$ cat src/nsx_pkg.sv
package nsx_pkg;

    // ------------------------------------------------------------------
    // Instruction word layout
    // ------------------------------------------------------------------
    localparam int INSTR_W   = 14;
    localparam int DATA_W    = 8;
    localparam int ADDR_W    = 7;
    localparam int DEST_BIT  = 7;
    localparam int OP_HI     = 13;
    localparam int OP_LO     = 8;

    // ------------------------------------------------------------------
    // Opcode patterns
    // ------------------------------------------------------------------
    localparam logic [5:0]  OPC_NIBBLE_EXCHANGE = 6'h0E;
    localparam logic [5:0]  OPC_REGISTER_XOR    = 6'h06;
    localparam logic [5:0]  OPC_IMMEDIATE_XOR   = 6'h3A;
    localparam logic [10:0] OPC_DIRECTION_LOAD  = 11'h00C;
    localparam logic [2:0]  DIR_SEL_MIN         = 3'h5;
    localparam logic [2:0]  DIR_SEL_MAX         = 3'h7;
    localparam int          DIR_COUNT           = 3;

    // ------------------------------------------------------------------
    // Reset values
    // ------------------------------------------------------------------
    localparam logic [7:0]  WORK_RST            = 8'h00;
    localparam logic [7:0]  DIR_RST             = 8'hFF;
    localparam logic        ZERO_RST            = 1'b0;

    typedef enum logic [2:0] {
        NSX_OP_NONE,
        NSX_OP_NIBBLE_EXCHANGE,
        NSX_OP_DIRECTION_LOAD,
        NSX_OP_IMMEDIATE_XOR,
        NSX_OP_REGISTER_XOR
    } nsx_op_e;

endpackage : nsx_pkg

$ cat src/nsx_dec_if.sv
`timescale 1ns/1ps
interface nsx_dec_if;
    import nsx_pkg::*;
    nsx_op_e           op;
    logic              dest_reg;
    logic [ADDR_W-1:0] addr;
    logic [DATA_W-1:0] imm;
    logic [1:0]        dir_idx;

    modport dec (output op, dest_reg, addr, imm, dir_idx);
    modport exe (input  op, dest_reg, addr, imm, dir_idx);
endinterface : nsx_dec_if

$ cat src/nsx_decode.sv
`timescale 1ns/1ps
module nsx_decode
    import nsx_pkg::*;
(
    // Instruction
    input  wire logic [INSTR_W-1:0] i_instr,
    // Decoded fields
    nsx_dec_if.dec                  dec
);

    logic [2:0] dir_sel;

    assign dir_sel      = i_instr[2:0];
    assign dec.dest_reg = i_instr[DEST_BIT];
    assign dec.addr     = i_instr[ADDR_W-1:0];
    assign dec.imm      = i_instr[DATA_W-1:0];
    assign dec.dir_idx  = 2'(dir_sel - DIR_SEL_MIN);

    always_comb
    begin
        if (i_instr[OP_HI:OP_LO] == OPC_NIBBLE_EXCHANGE)
            dec.op = NSX_OP_NIBBLE_EXCHANGE;                 // [RULE_01]
        else if (i_instr[OP_HI:OP_LO] == OPC_REGISTER_XOR)
            dec.op = NSX_OP_REGISTER_XOR;                    // [RULE_06]
        else if (i_instr[OP_HI:OP_LO] == OPC_IMMEDIATE_XOR)
            dec.op = NSX_OP_IMMEDIATE_XOR;                   // [RULE_05]
        else if (i_instr[OP_HI:3] == OPC_DIRECTION_LOAD
                 && dir_sel >= DIR_SEL_MIN && dir_sel <= DIR_SEL_MAX)
            dec.op = NSX_OP_DIRECTION_LOAD;                  // [RULE_03]
        else
            dec.op = NSX_OP_NONE;
    end

endmodule : nsx_decode

$ cat src/nsx_exec.sv
`timescale 1ns/1ps
// Notes on behaviour
// RULE_01 - Opcode 00 1110 swaps the two nibbles of the addressed register; no flags change.
// RULE_02 - Nibble swap result goes to working register if d=0, addressed register if d=1.
// RULE_03 - Legacy direction load copies working register to direction register 5..7; no flags.
// RULE_04 - Direction registers stay ordinary readable and writable data-memory locations.
// RULE_05 - Opcode 11 1010 XORs working register with immediate into working register; Z only.
// RULE_06 - Opcode 00 0110 XORs working register with addressed register; only Z updates.
// RULE_07 - Register XOR result to working register if d=0, addressed register if d=1.
// RULE_08 - XOR forms set Z when result is zero, else clear; each op takes one cycle.
module nsx_exec
    import nsx_pkg::*;
#(
    parameter logic [ADDR_W-1:0] DIR_BASE_ADDR = 7'h05
)
(
    // Clock and reset
    input  wire logic               i_mclk,
    input  wire logic               i_srst,
    // Instruction issue, one word per enabled cycle
    input  wire logic               i_instr_valid,
    input  wire logic [INSTR_W-1:0] i_instr,
    // Data memory read value of the addressed register
    input  wire logic [DATA_W-1:0]  i_file_rdata,
    // Ordinary data-memory writes toward direction registers
    input  wire logic               i_mem_we,
    input  wire logic [ADDR_W-1:0]  i_mem_addr,
    input  wire logic [DATA_W-1:0]  i_mem_wdata,
    // Data memory access
    output logic [ADDR_W-1:0]       o_file_addr,
    output logic                    o_file_we,
    output logic [DATA_W-1:0]       o_file_wdata,
    // Core state
    output logic [DATA_W-1:0]       o_work,
    output logic                    o_zero,
    output logic [DATA_W-1:0]       o_dir_0,
    output logic [DATA_W-1:0]       o_dir_1,
    output logic [DATA_W-1:0]       o_dir_2,
    output logic                    o_done,
    output logic                    o_illegal
);

    // ------------------------------------------------------------------
    // Decode
    // ------------------------------------------------------------------
    nsx_dec_if dec_bus ();

    nsx_decode u_decode (
        .i_instr (i_instr),
        .dec     (dec_bus)
    );

    logic [DATA_W-1:0] work;
    logic              zero;
    logic [DATA_W-1:0] dir_q [DIR_COUNT];
    logic [DATA_W-1:0] next_result;
    logic              write_work;
    logic              write_file;
    logic              update_zero;
    logic              exec;

    assign exec        = i_instr_valid;
    assign o_file_addr = dec_bus.addr;

    // ------------------------------------------------------------------
    // Result and destination selection
    // ------------------------------------------------------------------
    always_comb
    begin
        next_result = work;
        write_work  = 1'b0;
        write_file  = 1'b0;
        update_zero = 1'b0;
        case (dec_bus.op)
            NSX_OP_NIBBLE_EXCHANGE:
            begin
                next_result = {i_file_rdata[3:0], i_file_rdata[7:4]}; // [RULE_01]
                write_work  = !dec_bus.dest_reg;                      // [RULE_02]
                write_file  = dec_bus.dest_reg;                       // [RULE_02]
            end
            NSX_OP_IMMEDIATE_XOR:
            begin
                next_result = work ^ dec_bus.imm;                     // [RULE_05]
                write_work  = 1'b1;
                update_zero = 1'b1;
            end
            NSX_OP_REGISTER_XOR:
            begin
                next_result = work ^ i_file_rdata;                    // [RULE_06]
                write_work  = !dec_bus.dest_reg;                      // [RULE_07]
                write_file  = dec_bus.dest_reg;                       // [RULE_07]
                update_zero = 1'b1;
            end
            default:
            begin
                next_result = work;
            end
        endcase
    end

    // The data-memory write is a plain combinational strobe with no handshake, taken in this cycle.
    assign o_file_we    = exec && write_file;
    assign o_file_wdata = next_result;

    // ------------------------------------------------------------------
    // Working register and zero flag
    // ------------------------------------------------------------------
    always_ff @(posedge i_mclk)
    begin
        if (i_srst)
            work <= WORK_RST;
        else if (exec && write_work)
            work <= next_result;                                      // [RULE_08]
    end

    always_ff @(posedge i_mclk)
    begin
        if (i_srst)
            zero <= ZERO_RST;
        else if (exec && update_zero)
            zero <= (next_result == '0);                              // [RULE_08]
    end

    // ------------------------------------------------------------------
    // Direction registers
    // ------------------------------------------------------------------
    // A legacy load and an ordinary store to the same register in one
    // cycle cannot both come from one core; the legacy load wins.
    for (genvar g = 0; g < DIR_COUNT; g++)
    begin : g_dir
        always_ff @(posedge i_mclk)
        begin
            if (i_srst)
                dir_q[g] <= DIR_RST;
            else if (exec && dec_bus.op == NSX_OP_DIRECTION_LOAD
                     && dec_bus.dir_idx == 2'(g))
                dir_q[g] <= work;                                     // [RULE_03]
            else if (i_mem_we && i_mem_addr == ADDR_W'(DIR_BASE_ADDR + g))
                dir_q[g] <= i_mem_wdata;                              // [RULE_04]
        end
    end

    // ------------------------------------------------------------------
    // Status outputs
    // ------------------------------------------------------------------
    always_ff @(posedge i_mclk)
    begin
        if (i_srst)
        begin
            o_done    <= 1'b0;
            o_illegal <= 1'b0;
        end
        else
        begin
            o_done    <= exec && dec_bus.op != NSX_OP_NONE;           // [RULE_08]
            o_illegal <= exec && dec_bus.op == NSX_OP_NONE;
        end
    end

    assign o_work  = work;
    assign o_zero  = zero;
    assign o_dir_0 = dir_q[0];
    assign o_dir_1 = dir_q[1];
    assign o_dir_2 = dir_q[2];

endmodule : nsx_exec

$ cat config.mk
export PLATFORM = sky130hd
export DESIGN_NAME = nsx_exec
export DESIGN_NICKNAME = d
export VERILOG_FILES = /design/src/nsx_pkg.sv /design/src/nsx_dec_if.sv /design/src/nsx_decode.sv /design/src/nsx_exec.sv
export SDC_FILE = /design/constraint.sdc
export NUM_CORES = 1
export LEC_CHECK = 0
export BUFFER_PORTS_ARGS = -buffer_cell sky130_fd_sc_hd__buf_4
export CELL_PAD_IN_SITES_DETAIL_PLACEMENT = 1
export CELL_PAD_IN_SITES_GLOBAL_PLACEMENT = 1
export CORE_UTILIZATION = 35
export CTS_CLUSTER_DIAMETER = 50
export DETAILED_ROUTE_END_ITERATION = 10
export PLACE_DENSITY_LB_ADDON = 0.1
export SLEW_MARGIN = 20
export SYNTH_ARGS = -nofsm -noshare
export SYNTH_HDL_FRONTEND = slang
export SYNTH_SLANG_ARGS = --single-unit
$ cat constraint.sdc
create_clock -name i_mclk -period 3.2 [get_ports i_mclk]
set_clock_uncertainty 0.15 [all_clocks]
set_input_delay 0.32 -clock i_mclk [delete_from_list [all_inputs] [get_ports i_mclk]]
set_output_delay 0.32 -clock i_mclk [all_outputs]
set_load 0.01 [all_outputs]
==> impl_metrics.py, run 1 <==
metrics = {
    "detailed_routing": {
        "dr_total_vias": 2275,
        "routed_wl_um": 7330,
        "wl_per_cell_um": 18.5,
        "routed_via_density": 5.74,
        "dr.first_iter.drc_count": 92,
        "postRouteAntennaNets": 0,
        "drt_pre_antenna_iters": 4,
        "post-route-drc-count": 0,
    },
    "global_route": {
        "grt_usage_pct": 23.1,
        "antenna_found_initial": 0,
        "gr-max-usage-layer": "met2",
        "met3_usage_pct": 5.22,
        "grt_start_max_net_pins": 20,
        "wire_length_of_the_first_global_routing_pass_um": 11400,
        "globalRouteOverflowTotal": 0,
        "global_route.usage.met1_pct": 31.7,
        "vias_in_the_first_global_route": 2230,
        "globalRouteMet2Util_pct": 36.8,
    },
    "logic_synthesis": {
        "yosys_register_bits": 35,
        "syn_area_um2": 2230,
        "dominantRegCellSynth": "sky130_fd_sc_hd__edfxtp_1",
        "synth-edff-count": 24,
        "synth_cells": 232,
        "seq_area_frac_synth_pct": 42.2,
        "synth.avg_cell_area_um2": 9.61,
        "synth.yosys.warnings": 0,
        "synth_net_count": 273,
        "async_set_reset_flop_share_out_of_synthesis_pct": 0,
        "synth_cell_type_count": 61,
    },
    "floorplan": {
        "std_cell_rows": 28,
        "fp.dieH_um": 81.8,
        "floorplan.die_area_um2": 6690,
        "initial_standard_cell_utilization_of_the_core_pct": 37.0,
        "die_width_um": 81.8,
        "core_um2": 6030,
        "ioPinCount": 92,
    },
    "min_path": {
        "hold-path-cell-count": 2,
        "worstHoldStart": "i_mem_wdata[0]",
        "min_delay_worst_endpoint": "dir_q[0][0]$_DFFE_PP_",
        "holdCritPathClass": "input pin to register",
    },
    "clock_network": {
        "post_cts.resized_instances": 0,
        "post_cts.repair.setup_buffers": 0,
        "cts-htree-levels": 2,
        "num_cts_buffers": 5,
        "clock_insertion_delay_worst_skew_ns": 0.28,
        "clock-root-buffer": "sky130_fd_sc_hd__clkbuf_8",
        "cts.hold.buffers_added": 0,
        "cts.reportedPaths.clkPinSlew_ns": 0.07,
        "clock_tree.buffer_depth": 2,
        "tritoncts_num_sinks": 35,
        "tritoncts": "yes",
    },
    "status": {
        "run_status": "finished clean",
    },
    "power_and_ir_drop": {
        "p_leak_nw": 1.17,
        "worst_ir_drop_on_vdd_mv": 0.151,
        "power.density_nw_per_um2": 322,
        "design_power_total_uw": 974,
    },
    "critical_path": {
        "worstPathRequired_ns": 2.73,
        "timing.critical_path.slowest_cell_delay_ns": 0.53,
        "cp-end-kind": "primary output",
        "timing.critical_path.mode_cell": "sky130_fd_sc_hd__buf_4",
        "path_cells": "buf_4 -> or3b_1 -> nor2_1 -> a221oi_1 -> a211oi_1 -> a21oi_1 -> buf_4",
        "cell_with_the_largest_stage_delay_on_the_worst_path": "sky130_fd_sc_hd__or3b_1",
        "path_max_fanout": 7,
        "critPathArrivalTime_ns": 2.27,
        "combined_buffer_and_inverter_count_along_the_critical_path": 2,
        "cp-start-kind": "input pin",
        "worstReg2RegStart": "o_work[6]$_SDFFE_PP0P_",
        "reg2reg_depth": 5,
        "critical_setup_path_class": "input pin to primary output",
        "setup_slack_of_the_most_critical_reg_to_reg_path_ns": 1.11,
        "timing.critical_path.max_delay_family": "simple AND/OR/NAND/NOR gates",
        "rr_endpoint": "o_zero$_SDFFE_PP0P_",
    },
    "placement": {
        "place.port_buffers": 91,
        "detailedPlace.worstSlack_ns": 0.212,
        "gp_routability_congestion": 0.904,
        "detailed_place_hpwl_um": 5940,
        "placed_area_um2": 2950,
        "dp.cells": 388,
    },
    "run": {
        "max-cap-violations": 0,
    },
    "cells_and_area": {
        "count_of_antenna_diodes_in_the_layout": 0,
        "design.final.nets": 361,
        "finalCoreUtilization_pct": 50.2,
        "drive_gt1_share_pct": 35.5,
        "fin_cells": 396,
        "synthToLayoutAreaGrowth_pct": 35.7,
        "area_of_all_placed_cells_without_fillers_um2": 3030,
    },
    "timing": {
        "report.final.hold_viol_count": 0,
        "slew_viol_final": 0,
        "timing.final.crit_share_pct": 85.5,
        "timing.fmax_ghz": 0.365,
        "finalCriticalPeriod_ns": 2.74,
        "hold-worst-slack_ns": 0.189,
        "setup-tns-final_ns": 0,
        "grt_setup_unrepaired": "false",
        "final_worst_setup_slack_ns": 0.464,
        "report.final.setup_viol": 0,
        "tightest_slew_ns": 0.800,
        "slew-limit-headroom_pct": 46.3,
    },
}
-- registers in the layout, indices dropped and copies added, names as in the netlist --
signal     count
o_illegal      1
o_done         1
dir_q         24
o_work         8
o_zero         1
-- cell families (layout without fill, tap and decap cells) --
group | count (synthesis) | count (layout) | synth area share [%]
AOI/OAI and AO/OA | 85 | 85 | 28.0
buffers and inverters | 28 | 117 | 6.79
DFF | 35 | 35 | 42.2
muxes | 4 | 4 | 1.91
and+or+nand+nor | 80 | 80 | 21.1
-- layout make-up --
cell class              count  area, um2
multi-input cells         169       1140
flip-flops and latches     35        941
clock buffers               7       76.3
fillers                   718       3000
repair buffers             97        728
well taps                  75       93.8
inverters                  12       45.0
clock inverters             1       5.00
-- placed cells by master, fill, tap and decap left out, types with 3 or more instances in the layout --
cell type	n
sky130_fd_sc_hd__o21ai_0	10
sky130_fd_sc_hd__a32oi_1	3
sky130_fd_sc_hd__buf_4	97
sky130_fd_sc_hd__inv_1	12
sky130_fd_sc_hd__clkbuf_8	5
sky130_fd_sc_hd__dfxtp_1	11
sky130_fd_sc_hd__nand2b_1	3
sky130_fd_sc_hd__o22ai_1	10
sky130_fd_sc_hd__nor2_1	24
sky130_fd_sc_hd__o22a_1	16
sky130_fd_sc_hd__nor2b_1	3
sky130_fd_sc_hd__edfxtp_1	24
sky130_fd_sc_hd__a211oi_1	7
sky130_fd_sc_hd__nand2_1	13
sky130_fd_sc_hd__and3_1	4
sky130_fd_sc_hd__a31oi_1	3
sky130_fd_sc_hd__o31a_1	3
sky130_fd_sc_hd__a21oi_1	10
sky130_fd_sc_hd__o21ai_1	3
sky130_fd_sc_hd__nand3_1	4
sky130_fd_sc_hd__nor3_1	6
-- cells in the mapped netlist (all sizes together), types with 4 or more instances --
master / count / area (um2)
dfxtp: 11 / 220
o22a: 16 / 140
o21ai: 14 / 73.8
nor2: 24 / 90.1
o22ai: 10 / 62.6
buf: 11 / 87.6
a211oi: 7 / 52.6
nor3: 7 / 46.3
a21oi: 12 / 67.6
nand2: 13 / 48.8
nand3: 4 / 20.0
clkbuf: 5 / 18.8
inv: 12 / 45.0
edfxtp: 24 / 721
and3: 4 / 25.0
-- where the power goes --
| part | internal (mW) | leakage [nW] | switching, mW |
|---|---|---|---|
| Combinational | 0.0795 | 0.807 | 0.0843 |
| Sequential | 0.497 | 0.318 | 0.00545 |
| Clock | 0.153 | 0.0422 | 0.155 |
-- worst max-delay path by stage --
stage,start,to,slack [ns],cells past startpoint
finish,i_instr[13],o_file_wdata[3],0.46,7
floorplan,i_instr[11],o_zero$_SDFFE_PP0P_,0.81,7
detailed placement,i_instr[13],o_zero$_SDFFE_PP0P_,0.21,7
global placement,i_instr[13],o_zero$_SDFFE_PP0P_,0.29,7
CTS,i_instr[13],o_file_wdata[3],0.50,7
global route,i_instr[13],o_zero$_SDFFE_PP0P_,0.29,7
-- metal layers --
metal  share of wire, %  up-vias
li1                   -     1087
met1                 44     1103
met2                 49       77
met3                6.0        8
met4               0.80        0
met5                  0        -
-- worst reg2reg max path: cells and delay by family (launching register included) --
| family | cells | cell delay [ns] |
|---|---|---|
| AOI/OAI and AO/OA | 3 | 0.72 |
| and+or+nand+nor | 1 | 0.56 |
| DFF | 1 | 0.46 |
| buffers and inverters | 1 | 0.12 |
No activity file was read; power rests on OpenSTA's default activity.
==> inputs of run 2 (changes only) <==
==> constraint.sdc (replaced) <==
create_clock -name i_mclk -period 3.2 [get_ports i_mclk]
set_clock_uncertainty 0.15 [all_clocks]
set_input_delay 0.8 -clock i_mclk [delete_from_list [all_inputs] [get_ports i_mclk]]
set_output_delay 0.8 -clock i_mclk [all_outputs]
set_load 0.01 [all_outputs]
==> run 2 against run 1 <==
Net effect:
- cell area rose by 21%
- fmax fell by 19%
- sequential share of layout area fell by 5.4 points
- global-route usage rose by 7.6 points
- core utilization rose by 11 points
- via count rose by 19%
- hold slack improved by 0.24 ns
- the flow now finishes with violations (setup timing)
- clock-buffer cell count did not move
- non-clock buffer count rose by 55
==> impl_metrics.py, run 2 (synthesized netlist as in run 1, its figures left out) <==
metrics = {
    "cells_and_area": {
        "final_common_cell": "sky130_fd_sc_hd__buf_4",
        "filler_cell_count": 690,
        "fin_cells": 451,
        "count_of_antenna_diodes_in_the_layout": 0,
        "synthToLayoutAreaGrowth_pct": 64.4,
        "drive_gt1_share_pct": 50.5,
        "layout.cells.most_common_list": "sky130_fd_sc_hd__buf_4, sky130_fd_sc_hd__edfxtp_1, sky130_fd_sc_hd__nor2_1",
        "design.final.nets": 416,
        "finalCoreUtilization_pct": 60.8,
        "largest_register_ff_count": 24,
        "regMostFlops": "dir_q",
    },
    "timing": {
        "tightest_slew_ns": 0.620,
        "grt_setup_unrepaired": "true",
        "report.final.setup_viol": 7,
        "report.final.hold_viol_count": 0,
        "slew_viol_final": 0,
        "final_worst_setup_slack_ns": -0.184,
        "setup-tns-final_ns": -0.973,
        "timing.fmax_ghz": 0.296,
        "slew-limit-headroom_pct": 58.1,
        "hold-worst-slack_ns": 0.424,
        "timing.final.crit_share_pct": 106,
        "finalCriticalPeriod_ns": 3.38,
    },
    "critical_path": {
        "path_cells": "buf_8 -> buf_6 -> or3b_4 -> buf_4 -> o21ai_2 -> buf_4 -> a31oi_1 -> o211ai_1 -> buf_4",
        "setup_slack_of_the_most_critical_reg_to_reg_path_ns": 1.07,
        "critPathArrivalTime_ns": 2.43,
        "timing.critical_path.mode_cell": "sky130_fd_sc_hd__buf_4",
        "worstPathRequired_ns": 2.25,
        "path_max_fanout": 4,
        "cp-start-kind": "input pin",
        "critical_setup_path_class": "input pin to primary output",
        "timing.critical_path.slowest_cell_delay_ns": 0.42,
        "cp-end-kind": "primary output",
        "combined_buffer_and_inverter_count_along_the_critical_path": 5,
        "timing.critical_path.max_delay_family": "buffers and inverters",
        "cell_with_the_largest_stage_delay_on_the_worst_path": "sky130_fd_sc_hd__or3b_4",
    },
    "status": {
        "violations_in_the_final_reports": "setup timing",
        "run_status": "finished, violations left",
    },
    "detailed_routing": {
        "postRouteAntennaNets": 0,
        "post-route-drc-count": 0,
        "routed_via_density": 5.98,
        "dr.first_iter.drc_count": 179,
        "routed_wl_um": 10200,
        "dr_total_vias": 2699,
        "drt_pre_antenna_iters": 4,
        "wl_per_cell_um": 22.7,
    },
    "global_route": {
        "vias_in_the_first_global_route": 2856,
        "grt_start_max_net_pins": 20,
        "antenna_found_initial": 0,
        "globalRouteMet2Util_pct": 54.0,
        "globalRouteOverflowTotal": 0,
        "met3_usage_pct": 8.00,
        "gr-max-usage-layer": "met2",
        "wire_length_of_the_first_global_routing_pass_um": 14900,
        "grt_usage_pct": 30.7,
        "global_route.usage.met1_pct": 34.6,
    },
    "run": {
        "max-cap-violations": 0,
    },
    "floorplan": {
        "ioPinCount": 92,
        "core_um2": 6030,
        "floorplan.die_area_um2": 6690,
        "fp.dieH_um": 81.8,
        "die_width_um": 81.8,
        "initial_standard_cell_utilization_of_the_core_pct": 37.0,
        "std_cell_rows": 28,
    },
    "power_and_ir_drop": {
        "p_leak_nw": 1.49,
        "worst_ir_drop_on_vdd_mv": 0.280,
        "power.density_nw_per_um2": 286,
    },
    "clock_network": {
        "num_cts_buffers": 5,
        "cts.reportedPaths.clkPinSlew_ns": 0.07,
        "tritoncts_num_sinks": 35,
        "clock-root-buffer": "sky130_fd_sc_hd__clkbuf_8",
        "clock_insertion_delay_worst_skew_ns": 0.29,
        "clock_tree.buffer_depth": 2,
        "cts-htree-levels": 2,
        "tritoncts": "yes",
    },
    "placement": {
        "dp.cells": 424,
        "detailed_place_hpwl_um": 6550,
        "gp_routability_congestion": 0.878,
        "detailedPlace.worstSlack_ns": -0.331,
        "place.port_buffers": 91,
    },
    "min_path": {
        "holdCritPathClass": "register to register",
    },
}
## run 2: changes by cell type in the layout (fill, tap and decap cells not counted), moves of 2 or more
cell,delta
sky130_fd_sc_hd__buf_4,+35
sky130_fd_sc_hd__o21ai_4,+2
sky130_fd_sc_hd__nor2_4,+2
sky130_fd_sc_hd__nor2_1,-3
sky130_fd_sc_hd__nor3b_2,-2
sky130_fd_sc_hd__a211oi_1,-2
sky130_fd_sc_hd__nor3b_4,+2
sky130_fd_sc_hd__o21ai_1,-3
sky130_fd_sc_hd__mux2i_1,-2
sky130_fd_sc_hd__or3b_4,+2
sky130_fd_sc_hd__a211oi_2,+2
sky130_fd_sc_hd__buf_8,+2
sky130_fd_sc_hd__buf_6,+18
sky130_fd_sc_hd__or3b_1,-2
## run 2: final timing paths
| path | startpoint | end | cells after the start |
|---|---|---|---|
| max | i_instr[12] | o_file_wdata[7] | 9 |
| max reg2reg | o_work[0]$_SDFFE_PP0P_ | o_zero$_SDFFE_PP0P_ | 5 |
| min reg2reg | o_work[4]$_SDFFE_PP0P_ | o_work[4]$_SDFFE_PP0P_ | 2 |
| min | o_work[4]$_SDFFE_PP0P_ | o_work[4]$_SDFFE_PP0P_ | 2 |
## run 2: layout make-up
| class | count | area, um2 | area share (%) |
|---|---|---|---|
| repair buffers | 152 | 1220 | 33.4 |
| well taps | 75 | 93.8 | 2.56 |
| clock buffers | 7 | 76.3 | 2.08 |
| flip-flops and latches | 35 | 941 | 25.7 |
| multi-input cells | 169 | 1280 | 34.9 |
| clock inverters | 1 | 5.00 | 0.137 |
| inverters | 12 | 45.0 | 1.23 |
## run 2: worst reg2reg max path, stage by stage (launching register included)
cell	delay, ns
sky130_fd_sc_hd__dfxtp_1	0.46
sky130_fd_sc_hd__inv_1	0.12
sky130_fd_sc_hd__a2111o_1	0.45
sky130_fd_sc_hd__o31a_1	0.17
sky130_fd_sc_hd__or4b_1	0.50
sky130_fd_sc_hd__o31ai_2	0.20
## run 2: report_power, final
group          total [mW]  internal, mW  switching [mW]
registers           0.502         0.496         0.00593
logic               0.228         0.116           0.111
clock network       0.318         0.153           0.165
## run 2: what timing repair did
action,4_1_cts,5_1_grt
pin swaps,19,12
cloned,0,0
endpoints found under the setup margin,8,8
endpoints found under the hold margin,0,0
hold buffers,0,0
buffers inserted,14,5
resized for setup,45,9
## run 2: metrics by stage
stage          power [mW]  cell area, um2
2_1_floorplan       0.580            2230
3_3_place_gp        0.693            3220
3_5_place_dp        0.697            3220
4_1_cts              1.03            3580
5_1_grt              1.08            3660
6_report             1.05            3660
## run 2: metal layers
layer	share of wire [%]	vias to the layer above
li1	-	1192
met1	38	1353
met2	52	130
met3	7.3	24
met4	2.6	0
met5	0	-
==> inputs of run 3 (changes only) <==
==> constraint.sdc (replaced) <==
create_clock -name i_mclk -period 3.87 [get_ports i_mclk]
set_clock_uncertainty 0.15 [all_clocks]
set_input_delay 0.9675 -clock i_mclk [delete_from_list [all_inputs] [get_ports i_mclk]]
set_output_delay 0.9675 -clock i_mclk [all_outputs]
set_load 0.01 [all_outputs]
==> run 3 against run 2 <==
Net effect:
- the flow now finishes without violations
- hold slack better by 0.0042 ns
- clock power down 21%
- non-clock buffer count decreased by 48
- sequential power down 17%
- routed wire length is 26% lower
- largest power group unchanged
==> impl_metrics.py, run 3 (synthesized netlist as in run 1, its figures left out) <==
metrics = {
    "detailed_routing": {
        "dr_total_vias": 2334,
        "wl_met1_um": 3140,
        "routed_wl_um": 7580,
        "routed_via_density": 5.81,
        "drt_pre_antenna_iters": 4,
        "wl_per_cell_um": 18.8,
        "dr.first_iter.drc_count": 105,
        "post-route-drc-count": 0,
        "wl_met2_um": 3740,
        "top_layer": "met4",
        "route.met3.wl_um": 594,
        "postRouteAntennaNets": 0,
    },
    "placement": {
        "place.port_buffers": 91,
        "gp_routability_congestion": 0.868,
        "detailed_place_hpwl_um": 6090,
    },
    "clock_network": {
        "cts-htree-levels": 2,
        "post_cts.repair.setup_buffers": 0,
        "clock-root-buffer": "sky130_fd_sc_hd__clkbuf_8",
        "tritoncts": "yes",
        "num_cts_buffers": 5,
        "clock_insertion_delay_worst_skew_ns": 0.29,
        "clock_tree.buffer_depth": 2,
        "tritoncts_num_sinks": 35,
        "cts.reportedPaths.clkPinSlew_ns": 0.07,
        "cts.hold.buffers_added": 0,
    },
    "floorplan": {
        "fp.dieH_um": 81.8,
        "ioPinCount": 92,
        "die_width_um": 81.8,
        "std_cell_rows": 28,
        "core_um2": 6030,
        "floorplan.die_area_um2": 6690,
        "initial_standard_cell_utilization_of_the_core_pct": 37.0,
    },
    "power_and_ir_drop": {
        "worst_ir_drop_on_vdd_mv": 0.126,
        "p_leak_nw": 1.21,
        "cell_internal_power_dissipation_uw": 599,
        "power_switching_uw": 209,
        "sw_frac_of_total_pct": 25.9,
        "power.density_nw_per_um2": 260,
        "share_seq_of_total_power_pct": 51.4,
        "power.share.clock_pct": 31.1,
        "share_comb_of_total_power_pct": 17.5,
    },
    "timing": {
        "slew_viol_final": 0,
        "setup-tns-final_ns": 0,
        "timing.fmax_ghz": 0.262,
        "report.final.setup_viol": 0,
        "finalCriticalPeriod_ns": 3.81,
        "report.final.hold_viol_count": 0,
        "grt_setup_unrepaired": "true",
        "timing.final.crit_share_pct": 98.5,
        "tightest_slew_ns": 0.832,
        "slew-limit-headroom_pct": 44.2,
    },
    "global_route": {
        "antenna_found_initial": 0,
        "vias_in_the_first_global_route": 2308,
        "wire_length_of_the_first_global_routing_pass_um": 11700,
        "grt_usage_pct": 23.6,
        "grt_start_max_net_pins": 20,
        "globalRouteOverflowTotal": 0,
    },
    "critical_path": {
        "cp-end-kind": "primary output",
        "critPathArrivalTime_ns": 2.69,
        "path_max_fanout": 4,
        "cp-start-kind": "input pin",
        "worstPathRequired_ns": 2.75,
        "critical_setup_path_class": "input pin to primary output",
    },
    "cells_and_area": {
        "final_common_cell": "sky130_fd_sc_hd__buf_4",
        "drive_gt1_share_pct": 38.2,
        "design.final.nets": 368,
        "largest_register_ff_count": 24,
        "count_of_antenna_diodes_in_the_layout": 0,
        "regMostFlops": "dir_q",
        "synthToLayoutAreaGrowth_pct": 39.3,
        "finalCoreUtilization_pct": 51.6,
        "filler_cell_count": 707,
        "layout.cells.most_common_list": "sky130_fd_sc_hd__buf_4, sky130_fd_sc_hd__edfxtp_1, sky130_fd_sc_hd__nor2_1",
    },
    "min_path": {
        "holdCritPathClass": "register to register",
    },
    "status": {
        "run_status": "finished clean",
    },
    "run": {
        "max-cap-violations": 0,
    },
}
[run 3: cell count changes in the layout (fill, tap and decap cells not counted), sizes merged]
cell | previous run | this run
buf | 152 | 104
clkbuf | 7 | 5
clkinv | 1 | 2
[run 3: worst paths after layout]
path / end / from / cells after the start / slack, ns
setup / recovery: o_file_wdata[3] / i_instr[11] / 6 / 0.06
hold / removal: o_work[4]$_SDFFE_PP0P_ / o_work[4]$_SDFFE_PP0P_ / 2 / 0.43
setup reg to reg: o_zero$_SDFFE_PP0P_ / o_work[6]$_SDFFE_PP0P_ / 5 / 1.67
hold reg to reg: o_work[4]$_SDFFE_PP0P_ / o_work[4]$_SDFFE_PP0P_ / 2 / 0.43
[run 3: critical path, stage by stage]
cell and delay (ns):
sky130_fd_sc_hd__buf_4 0.12, sky130_fd_sc_hd__or4b_2 0.78, sky130_fd_sc_hd__a221oi_1 0.34, sky130_fd_sc_hd__a211oi_2 0.11
sky130_fd_sc_hd__a21oi_2 0.22, sky130_fd_sc_hd__buf_4 0.16
[run 3: layer usage]
layer,global-route usage (%),up-vias
met5,0,-
met4,6.67,0
met3,4.00,12
met2,40.3,95
met1,30.5,1128
li1,-,1099
[run 3: cell type report]
cell class | instances | area [um2] | area share (%)
Multi-Input combinational cell | 169 | 1170 | 37.6
Sequential cell | 35 | 941 | 30.3
Timing Repair Buffer | 104 | 781 | 25.1
Tap cell | 75 | 93.8 | 3.02
Clock buffer | 5 | 68.8 | 2.22
Inverter | 12 | 45.0 | 1.45
Clock inverter | 2 | 8.76 | 0.282
[run 3: power by group through the flow]
stage / Clock, mW / Combinational [mW] / Sequential [mW]
finish: 0.251 / 0.141 / 0.415
global route: 0.264 / 0.152 / 0.416
CTS: 0.255 / 0.140 / 0.415
detailed placement: 0 / 0.139 / 0.424
global placement: 0 / 0.137 / 0.423
floorplan: 0 / 0.0493 / 0.430
[run 3: what timing repair did]
item	in CTS	in global routing
cloned	0	0
pin swaps	0	0
setup endpoints to repair	1	3
resized for setup	2	5
[run 3: per-stage QoR]
| step | setup WS (ns) | hold WS [ns] | instance area [um2] | std cells | power, mW |
|---|---|---|---|---|---|
| floorplan | 0.406 | 0.394 | 2230 | 232 | 0.479 |
| global placement | 0.0483 | 0.410 | 3000 | 395 | 0.560 |
| detailed placement | -0.00990 | 0.419 | 3000 | 395 | 0.562 |
| CTS | 0.0221 | 0.429 | 3090 | 402 | 0.810 |
| global route | -0.00924 | 0.455 | 3110 | 402 | 0.832 |
| finish | 0.0576 | 0.429 | 3110 | 402 | 0.808 |
